File: src/rtl/adc_correction_pkg.sv
package adc_correction_pkg;

  localparam int          CHANNELS       = 2;
  localparam int          SAMPLE_W       = 14;
  localparam int          GAIN_W         = 11;
  localparam int          OFFSET_W       = 16;
  localparam int          MAG_W          = 14;

  // register selection: group in bits 2:1, channel in bit 0
  localparam logic [1:0]  GRP_GAIN       = 2'h0;
  localparam logic [1:0]  GRP_OFFSET     = 2'h1;
  localparam logic [1:0]  GRP_RAW        = 2'h2;
  localparam logic [1:0]  GRP_CORR       = 2'h3;

  // byte lanes of a 32-bit register
  localparam logic [1:0]  LANE_COS_LO    = 2'h0;
  localparam logic [1:0]  LANE_COS_HI    = 2'h1;
  localparam logic [1:0]  LANE_SIN_LO    = 2'h2;
  localparam logic [1:0]  LANE_SIN_HI    = 2'h3;

  localparam logic [10:0] GAIN_RESET     = 11'h400;
  localparam logic [15:0] OFFSET_RESET   = 16'h0000;
  localparam logic signed [15:0] OFFSET_MIN = -16'sd2730;
  localparam logic signed [15:0] OFFSET_MAX = 16'sd2729;
  localparam logic signed [12:0] GAIN_HALF  = 13'sd1024;
  localparam int          GAIN_SHIFT     = 11;
  localparam logic [13:0] MAG_MAX        = 14'h3fff;
  localparam logic [3:0]  MODE_CALIB     = 4'h5;

  typedef struct packed {
    logic signed [13:0] sine;
    logic signed [13:0] cosine;
  } sample_pair_type;

  typedef struct packed {
    logic [10:0] sine;
    logic [10:0] cosine;
  } gain_pair_type;

  typedef struct packed {
    logic signed [15:0] sine;
    logic signed [15:0] cosine;
  } offset_pair_type;

  typedef struct packed {
    logic [15:0] sine;
    logic [15:0] cosine;
  } corrected_pair_type;

endpackage

File: src/rtl/adc_gain_offset_correction.sv
// What this block does
// - sine gain low byte staged first; whole 11-bit value loads on upper-bits write.
// - cosine gain low byte staged first; whole value loads on upper-bits write.
// - sine offset low byte staged first; full 16 bits load on high-byte write.
// - cosine offset low byte staged first; full 16 bits load on high-byte write.
// - out-of-range sine offset commit keeps old value, sets sine error flag.
// - out-of-range cosine offset commit keeps old value, sets cosine error flag.
// - active automatic control may overwrite gain and offset corrections.
// - per channel unsigned 11-bit sine and cosine gain, reset to midscale.
// - per channel signed 16-bit sine and cosine offset, reset to zero.
// - corrected equals raw plus offset, times one half plus gain over 2048.
// - raw register holds sine high half, cosine low half, signed 14 bits.
// - calibration mode updates corrected values only on capture command or trigger edge.
// - other modes track corrected values continuously.
// - sine reported as sign bit 31, zero bit 30, magnitude 29:16.
// - cosine reported as sign bit 15, zero bit 14, magnitude 13:0.
// - capture command comes from host over serial interface in calibration mode.
module adc_gain_offset_correction
  import adc_correction_pkg::*;
(
  input  wire logic                                 SYS_CLK,
  input  wire logic                                 RESET,
  input  wire logic                                 REG_WR,
  input  wire logic [2:0]                           REG_SEL,
  input  wire logic [1:0]                           BYTE_SEL,
  input  wire logic [7:0]                           WR_DATA,
  input  wire logic [2:0]                           RD_SEL,
  output logic      [31:0]                          RD_DATA,
  input  wire logic                                 ADC_VALID,
  input  wire adc_correction_pkg::sample_pair_type  ADC_IN [adc_correction_pkg::CHANNELS],
  input  wire logic [3:0]                           MODE,
  input  wire logic                                 CAL_CAPTURE,
  input  wire logic                                 TRIGGER_PIN,
  input  wire logic                                 CTRL_ACTIVE,
  input  wire logic                                 CTRL_LOAD,
  input  wire logic                                 CTRL_CH,
  input  wire adc_correction_pkg::gain_pair_type    CTRL_GAIN,
  input  wire adc_correction_pkg::offset_pair_type  CTRL_OFFSET,
  input  wire logic                                 ERR_CLEAR,
  output logic      [CHANNELS-1:0]                  SINE_OFFSET_ERR,
  output logic      [CHANNELS-1:0]                  COSINE_OFFSET_ERR
);
  import adc_correction_pkg::*;

  gain_pair_type      gain_r   [CHANNELS];
  offset_pair_type    offset_r [CHANNELS];
  sample_pair_type    raw_r    [CHANNELS];
  corrected_pair_type corr_r   [CHANNELS];
  logic [7:0]         stage_r  [CHANNELS][4];
  logic               trig_r;
  logic               capture;
  logic               calib;

  ////////////////////////////////////////////////////////////////////////////////
  // correction arithmetic, sign-magnitude result

  function automatic logic [15:0] correct(input logic signed [13:0] s,
                                          input logic signed [15:0] o,
                                          input logic [10:0]        g);
    logic signed [16:0] sum;
    logic signed [12:0] fac;
    logic signed [29:0] prod;
    logic signed [18:0] q;
    logic        [18:0] mag;
    logic        [13:0] sat;
    sum  = 17'(s) + 17'(o);
    fac  = GAIN_HALF + $signed({2'b00, g});
    prod = 30'(sum) * 30'(fac);
    q    = 19'(prod >>> GAIN_SHIFT);
    mag  = (q < 0) ? 19'(-q) : 19'(q);
    sat  = (mag > 19'(MAG_MAX)) ? MAG_MAX : mag[13:0];
    return {q < 0, 1'b0, sat};
  endfunction

  ////////////////////////////////////////////////////////////////////////////////
  // capture control

  assign calib   = (MODE == MODE_CALIB);
  assign capture = CAL_CAPTURE | (TRIGGER_PIN != trig_r);

  always_ff @(posedge SYS_CLK) begin
    if (RESET) begin
      trig_r <= 1'b0;
    end else begin
      trig_r <= TRIGGER_PIN;
    end
  end

  ////////////////////////////////////////////////////////////////////////////////
  // per-channel registers

  for (genvar ch = 0; ch < CHANNELS; ch++) begin : g_ch
    logic               wr_gain;
    logic               wr_off;
    logic               ctrl_hit;
    logic signed [15:0] off_sin_nxt;
    logic signed [15:0] off_cos_nxt;
    logic               sin_bad;
    logic               cos_bad;
    logic               sin_commit;
    logic               cos_commit;

    assign wr_gain  = REG_WR && (REG_SEL[2:1] == GRP_GAIN) && (REG_SEL[0] == 1'(ch));
    assign wr_off   = REG_WR && (REG_SEL[2:1] == GRP_OFFSET) && (REG_SEL[0] == 1'(ch));
    assign ctrl_hit = CTRL_ACTIVE && CTRL_LOAD && (CTRL_CH == 1'(ch));

    assign off_sin_nxt = $signed({WR_DATA, stage_r[ch][LANE_SIN_LO]});
    assign off_cos_nxt = $signed({WR_DATA, stage_r[ch][LANE_COS_LO]});
    assign sin_bad     = (off_sin_nxt < OFFSET_MIN) || (off_sin_nxt > OFFSET_MAX);
    assign cos_bad     = (off_cos_nxt < OFFSET_MIN) || (off_cos_nxt > OFFSET_MAX);
    assign sin_commit  = wr_off && (BYTE_SEL == LANE_SIN_HI);
    assign cos_commit  = wr_off && (BYTE_SEL == LANE_COS_HI);

    // staged low bytes, four slots per channel: gain in the high-lane slots, offset in the low-lane slots
    always_ff @(posedge SYS_CLK) begin
      if (RESET) begin
        stage_r[ch][LANE_COS_LO] <= 8'h00;
        stage_r[ch][LANE_COS_HI] <= 8'h00;
        stage_r[ch][LANE_SIN_LO] <= 8'h00;
        stage_r[ch][LANE_SIN_HI] <= 8'h00;
      end else begin
        if (wr_gain && BYTE_SEL == LANE_SIN_LO) begin
          stage_r[ch][LANE_SIN_HI] <= WR_DATA;
        end
        if (wr_gain && BYTE_SEL == LANE_COS_LO) begin
          stage_r[ch][LANE_COS_HI] <= WR_DATA;
        end
        if (wr_off && BYTE_SEL == LANE_SIN_LO) begin
          stage_r[ch][LANE_SIN_LO] <= WR_DATA;
        end
        if (wr_off && BYTE_SEL == LANE_COS_LO) begin
          stage_r[ch][LANE_COS_LO] <= WR_DATA;
        end
      end
    end

    // gain correction
    always_ff @(posedge SYS_CLK) begin
      if (RESET) begin
        gain_r[ch].sine   <= GAIN_RESET;
        gain_r[ch].cosine <= GAIN_RESET;
      end else begin
        if (ctrl_hit) begin
          gain_r[ch] <= CTRL_GAIN;
        end
        if (wr_gain && BYTE_SEL == LANE_SIN_HI) begin
          gain_r[ch].sine <= {WR_DATA[2:0], stage_r[ch][LANE_SIN_HI]};
        end
        if (wr_gain && BYTE_SEL == LANE_COS_HI) begin
          gain_r[ch].cosine <= {WR_DATA[2:0], stage_r[ch][LANE_COS_HI]};
        end
      end
    end

    // offset correction with range check
    always_ff @(posedge SYS_CLK) begin
      if (RESET) begin
        offset_r[ch].sine   <= OFFSET_RESET;
        offset_r[ch].cosine <= OFFSET_RESET;
      end else begin
        if (ctrl_hit) begin
          offset_r[ch] <= CTRL_OFFSET;
        end
        if (sin_commit && !sin_bad) begin
          offset_r[ch].sine <= off_sin_nxt;
        end
        if (cos_commit && !cos_bad) begin
          offset_r[ch].cosine <= off_cos_nxt;
        end
      end
    end

    // sticky range error flags, a new error wins over a clear
    always_ff @(posedge SYS_CLK) begin
      if (RESET) begin
        SINE_OFFSET_ERR[ch]   <= 1'b0;
        COSINE_OFFSET_ERR[ch] <= 1'b0;
      end else begin
        if (sin_commit && sin_bad) begin
          SINE_OFFSET_ERR[ch] <= 1'b1;
        end else if (ERR_CLEAR) begin
          SINE_OFFSET_ERR[ch] <= 1'b0;
        end
        if (cos_commit && cos_bad) begin
          COSINE_OFFSET_ERR[ch] <= 1'b1;
        end else if (ERR_CLEAR) begin
          COSINE_OFFSET_ERR[ch] <= 1'b0;
        end
      end
    end

    // raw samples
    always_ff @(posedge SYS_CLK) begin
      if (RESET) begin
        raw_r[ch] <= '0;
      end else if (ADC_VALID) begin
        raw_r[ch] <= ADC_IN[ch];
      end
    end

    // corrected values
    always_ff @(posedge SYS_CLK) begin
      if (RESET) begin
        corr_r[ch] <= '0;
      end else if (!calib || capture) begin
        corr_r[ch].sine   <= correct(raw_r[ch].sine, offset_r[ch].sine, gain_r[ch].sine);
        corr_r[ch].cosine <= correct(raw_r[ch].cosine, offset_r[ch].cosine,
                                     gain_r[ch].cosine);
      end
    end
  end

  ////////////////////////////////////////////////////////////////////////////////
  // read port

  always_ff @(posedge SYS_CLK) begin
    if (RESET) begin
      RD_DATA <= 32'h0000_0000;
    end else begin
      unique case (RD_SEL[2:1])
        GRP_GAIN:   RD_DATA <= {5'h00, gain_r[RD_SEL[0]].sine,
                                5'h00, gain_r[RD_SEL[0]].cosine};
        GRP_OFFSET: RD_DATA <= offset_r[RD_SEL[0]];
        GRP_RAW:    RD_DATA <= {{2{raw_r[RD_SEL[0]].sine[13]}}, raw_r[RD_SEL[0]].sine,
                                {2{raw_r[RD_SEL[0]].cosine[13]}},
                                raw_r[RD_SEL[0]].cosine};
        GRP_CORR:   RD_DATA <= corr_r[RD_SEL[0]];
      endcase
    end
  end

endmodule // adc_gain_offset_correction

File: config.mk
export PLATFORM = sky130hd
export DESIGN_NAME = adc_gain_offset_correction
export DESIGN_NICKNAME = d
export VERILOG_FILES = /design/src/rtl/adc_correction_pkg.sv /design/src/rtl/adc_gain_offset_correction.sv
export SDC_FILE = /design/constraint.sdc
export NUM_CORES = 2
export LEC_CHECK = 0
export CAP_MARGIN = 40
export CORE_ASPECT_RATIO = 1.75
export CORE_UTILIZATION = 60
export CTS_BUF_LIST = sky130_fd_sc_hd__clkbuf_8
export CTS_CLUSTER_DIAMETER = 30
export DETAILED_ROUTE_END_ITERATION = 8
export DONT_BUFFER_PORTS = 1
export PLACE_DENSITY = 0.72
export SKIP_LAST_GASP = 1
export SLEW_MARGIN = 10
export SYNTH_ARGS = -nofsm -noshare
export SYNTH_HDL_FRONTEND = slang
export SYNTH_SLANG_ARGS = --single-unit
File: constraint.sdc
create_clock -name SYS_CLK -period 24 [get_ports SYS_CLK]
set_input_delay 2.4 -clock SYS_CLK [delete_from_list [all_inputs] [get_ports SYS_CLK]]
set_output_delay 2.4 -clock SYS_CLK [all_outputs]
set_load 0.05 [all_outputs]
Word level (Yosys, flattened, before mapping)
Memories as Yosys holds them, arrays and structs flattened.
Cells that the tools add are included.
{"block": "totals", "romBits": 0, "latch_bits": 0, "output_inout_bits": 36, "ram_bits": 288, "reg_bits": 37, "memories": 5, "in_bits": 140, "wordCells": 233}
{"block": "classes", "bitwise": 29, "order_cmp": 16, "n_shift": 0, "n_mux": 102, "n_reduce_logical": 50, "n_eq_ne": 9, "div": 0, "n_mul": 4, "add_sub_neg": 12}
{"memory": "offset_r", "words": 2, "word_bits": 32, "rd": 3, "rd_clocked_by_memory_dff": 0, "wr": 2, "line": "adc_gain_offset_correction.sv:46", "source": "offset_pair_type offset_r [CHANNELS];"}
{"memory": "stage_r", "words": 2, "word_bits": 32, "rd": 2, "rd_clocked_by_memory_dff": 0, "wr": 2, "line": "adc_gain_offset_correction.sv:49", "source": "logic [7:0] stage_r [CHANNELS][4];"}
{"memory": "corr_r", "words": 2, "word_bits": 30, "rd": 1, "rd_clocked_by_memory_dff": 0, "wr": 2, "line": "adc_gain_offset_correction.sv:48", "source": "corrected_pair_type corr_r [CHANNELS];"}
{"memory": "raw_r", "words": 2, "word_bits": 28, "rd": 3, "rd_clocked_by_memory_dff": 0, "wr": 2, "line": "adc_gain_offset_correction.sv:47", "source": "sample_pair_type raw_r [CHANNELS];"}
{"memory": "gain_r", "words": 2, "word_bits": 22, "rd": 3, "rd_clocked_by_memory_dff": 0, "wr": 2, "line": "adc_gain_offset_correction.sv:45", "source": "gain_pair_type gain_r [CHANNELS];"}
{"op": "$pmux 32 s4", "n": 1}
{"op": "$mul 17x13->30", "n": 4}
{"op": "$gt 19x14->1 const B", "n": 4}
{"op": "$lt 19x1->1 const B", "n": 4}
{"op": "$mux 19", "n": 4}
{"op": "$neg 19->19", "n": 4}
{"op": "$add 14x16->17", "n": 4}
{"op": "$mux 1", "n": 67}
{"op": "$gt 16x13->1 const B", "n": 4}
{"op": "$lt 16x13->1 const B", "n": 4}
{"op": "$mux 16", "n": 4}
{"op": "$mux 32", "n": 2}
{"op": "$mux 8", "n": 8}
{"op": "$mux 15", "n": 4}
{"op": "$mux 14", "n": 4}
{"op": "$mux 28", "n": 2}
{"op": "$add 11x11->12 const A", "n": 4}
{"op": "$mux 11", "n": 4}
{"op": "$mux 22", "n": 2}
{"op": "$logic_and 1x1->1", "n": 33}
{"op": "$or 1x1->1", "n": 27}
{"op": "$eq 2x2->1 const B", "n": 4}
{"op": "$reduce_bool 2->1", "n": 4}
{"op": "$eq 2x1->1 const B", "n": 3}
{"op": "6 further kinds", "n": 17}

Longest topological paths before layout
{"block": "logic_depth", "word_depth": 9, "ltp_mapped": 38, "ltp_nobuf": 35}

Least setup slack after synthesis
Ideal clock, no wire load.
{"block": "synth_timing", "path_kind": "register to register", "startpoint": "memory offset_r[0][16] (netlist bit)", "endpoint": "memory corr_r[0][18] (netlist bit), data pin", "setup_time_ps": 272, "required_time_ps": 23728, "n_path_buf": 3, "period_less_slack_ps": 9175, "setup_slack_ps": 14825, "t_arrival_ps": 8903, "path_stages_with_launch": 37, "cell_sequence": "edfxtp_1 -> ha_1 -> inv_1 -> fa_1 -> nor2b_1 -> o21ai_0 -> a21boi_0 -> o21ai_0 -> a21boi_0 -> o21ai_0 -> a21boi_0 -> o31a_1 -> o2111a_1 -> o32ai_1 -> clkbuf_1 -> nand2_1 -> fa_1 -> fa_1 -> inv_1 -> fa_1 -> fa_1 -> inv_1 -> fa_1 -> inv_1 -> ha_1 -> nand2_1 -> o21a_1 -> o211ai_1 -> o21ai_0 -> a2111o_1 -> a21o_1 -> a211oi_1 -> clkbuf_1 -> nand2_1 -> a32oi_1 -> buf_2 -> a31oi_1"}
{"element": "start, declared", "line": "adc_gain_offset_correction.sv:46"}
{"element": "end, declared", "line": "adc_gain_offset_correction.sv:48"}

==> out/summary.txt <==
Starting density of the core - 0.607
# rows - 137
Number of global-route vias before repair - 38220
Slew HR - 0.348
First-pass GRT wire length - 201000 um
Largest net degree at the start of global routing - 61
Top post-synthesis cells by area - fa_1 (28%), edfxtp_1 (18%), ha_1 (8.6%), inv_1 (7.1%), and2_1 (5.5%)
Die W - 217 um
CTS tree - built
Crit path time final - 10.39 ns
Initial DRC Count - 2602
Congestion Overflow GR - 0
Critical Path Max Stage Delay - 0.61 ns
Worst Hold Class - reg -> reg
Worst setup SP type - flop
DR vias - 36599
IO Count - 176
Max_cap viols - 0
Sink Count - 325
Synth-to-layout area growth - 4.93%
Final worst clock skew - 0.0288 ns
Flops & latches, synth - 325
Critical path class - reg -> reg
Setup TNS - 0 ns
Die H - 378 um
Final Hold Vio Count - 0
Routed via count divided by cell count - 5.85
Async set or reset register ratio after synthesis - 0
GR Util All Layers - 0.320
Slowest-stage cell, CP - fa_1
Post-synth EDFFs - 288
Number of CTS-inserted buffers - 59
Initial antenna violation count - 16
Synthesis warning total - 0
Post-synth top area share - 0.281
Crit. End Element - flop
Final ANT Viol Nets - 0
Max Slew Vio Count - 0
Mapped Area - 48400 sq um
Nets@finish - 6298
Filler instances - 6710
Avg Cell Area, Syn - 9.15 sq um
# resized after CTS - 0
Top-count cell post-synth - inv_1
Register area - 9390 sq um
Detailed placement HPWL - 102000 um
Post-synth top cells - inv_1 (919), nand2_1 (702), fa_1 (678)
Cell taking the most area after synthesis - fa_1
CTS max path bufs - 3
CP required - 24.32 ns
Skew-Pair Late Insertion Delay - 0.63 ns
CP max FO - 19
Setup violations, final - 0
Status - finished clean
Crit share post-route - 0.433
Synth unique cells - 87
DRC errors left - 0
Reg clk slew, reported paths - 0.06 ns
Postcts setup bufs - 0
Gate Count Post-Synth - 5285
PortBufs - 0
Drt pass-1 iters - 6
Synth Flop Type - edfxtp_1
Final wirelength - 128000 um
Sequential share of the synthesized area - 0.194
Average routed wire per standard cell - 20.4 um
Multi-input logic area - 34500 sq um
Share of cells above drive strength 1 - 0.0694
Gpl congestion - 0.937
Worst-Margin Slew - 0.967 ns
Final core occ - 0.637
WP data arrival - 10.71 ns
H-tree depth - 2
Count of hold-fix buffers inserted at cts - 0
Fmax - 0.0963 GHz
Core area - 79700 sq um
Clock Tree Root - clkbuf_8
RSZ-0062 raised after global routing - false
CP dominant cell by count - fa_1
Die ar. - 81800 sq um
==> state kept, by name (all words and copies together) (netlist names) <==
name / count
COSINE_OFFSET_ERR: 2
raw_r: 56
gain_r: 44
offset_r: 64
stage_r: 64
RD_DATA: 32
trig_r: 1
SINE_OFFSET_ERR: 2
corr_r: 60
==> area by class of cell <==
type	count	share of cell area
clock inverter	50	0.00902
antenna	11	0.000542
clock buffer	62	0.0168
tap	1042	0.0257
inverter	919	0.0679
sequential	325	0.185
multi-input combinational	3742	0.679
timing repair buffer	101	0.0163
==> worst max-delay path: cells and delay by family (launching register included) <==
kind / cells / cell delay (ns)
simple gates: 3 / 0.70
flops: 1 / 0.39
fa+ha+maj: 8 / 3.38
buf+inv: 6 / 1.05
compound gates: 19 / 4.57
==> per-layer routing <==
metal  share of wire  up-vias  track usage
li1                -    16650            -
met1            0.35    18286        0.352
met2            0.52     1299        0.579
met3           0.076      358       0.0689
met4           0.051        6        0.154
met5         0.00027        -            0
==> per-stage QoR <==
| step | instance area, sq um | hold WS, ns | instances | setup WS, ns |
|---|---|---|---|---|
| after floorplan | 48400 | 0.496 | 5288 | 14.82 |
| after global placement | 49200 | 0.512 | 6101 | 13.27 |
| after detailed placement | 49400 | 0.512 | 6127 | 13.77 |
| after CTS | 50700 | 0.527 | 6239 | 13.71 |
| after global routing | 50800 | 0.549 | 6251 | 12.72 |
| final | 50800 | 0.531 | 6252 | 13.61 |
==> logic make-up after synthesis <==
kind of cell | synth area share
muxes | 0.0416
adders and majority gates | 0.366
buffers and inverters | 0.0950
AOI/OAI and AO/OA | 0.0959
and+or+nand+nor | 0.170
xor gates and xnor gates | 0.0373
other | 0.000155
DFF | 0.194
==> cell usage in the layout (no fill, tap or decap), types with 64 or more instances in the layout <==
cell | synthesis | routed
inv_1 | 919 | 928
fa_1 | 678 | 678
nor2_1 | 190 | 189
and2_1 | 425 | 425
o21ai_0 | 196 | 194
a21oi_1 | 159 | 159
xnor2_1 | 150 | 150
edfxtp_1 | 288 | 288
ha_1 | 332 | 332
a21o_1 | 70 | 70
nor3_1 | 67 | 64
nand2_1 | 702 | 702
buf_4 | 0 | 94
==> worst paths after layout <==
check                  startpoint             to  slack [ns]  cells after the start
hold / removal     stage_r[1][17]   gain_r[1][1]        0.53                      2
hold reg to reg    stage_r[1][17]   gain_r[1][1]        0.53                      2
setup / recovery  offset_r[0][16]  corr_r[0][22]       13.61                     36
setup reg to reg  offset_r[0][16]  corr_r[0][22]       13.61                     36
Power is left out: the tool's default activity adds up to more than one toggle a clock period on the data nets, which glitch-free logic cannot reach.
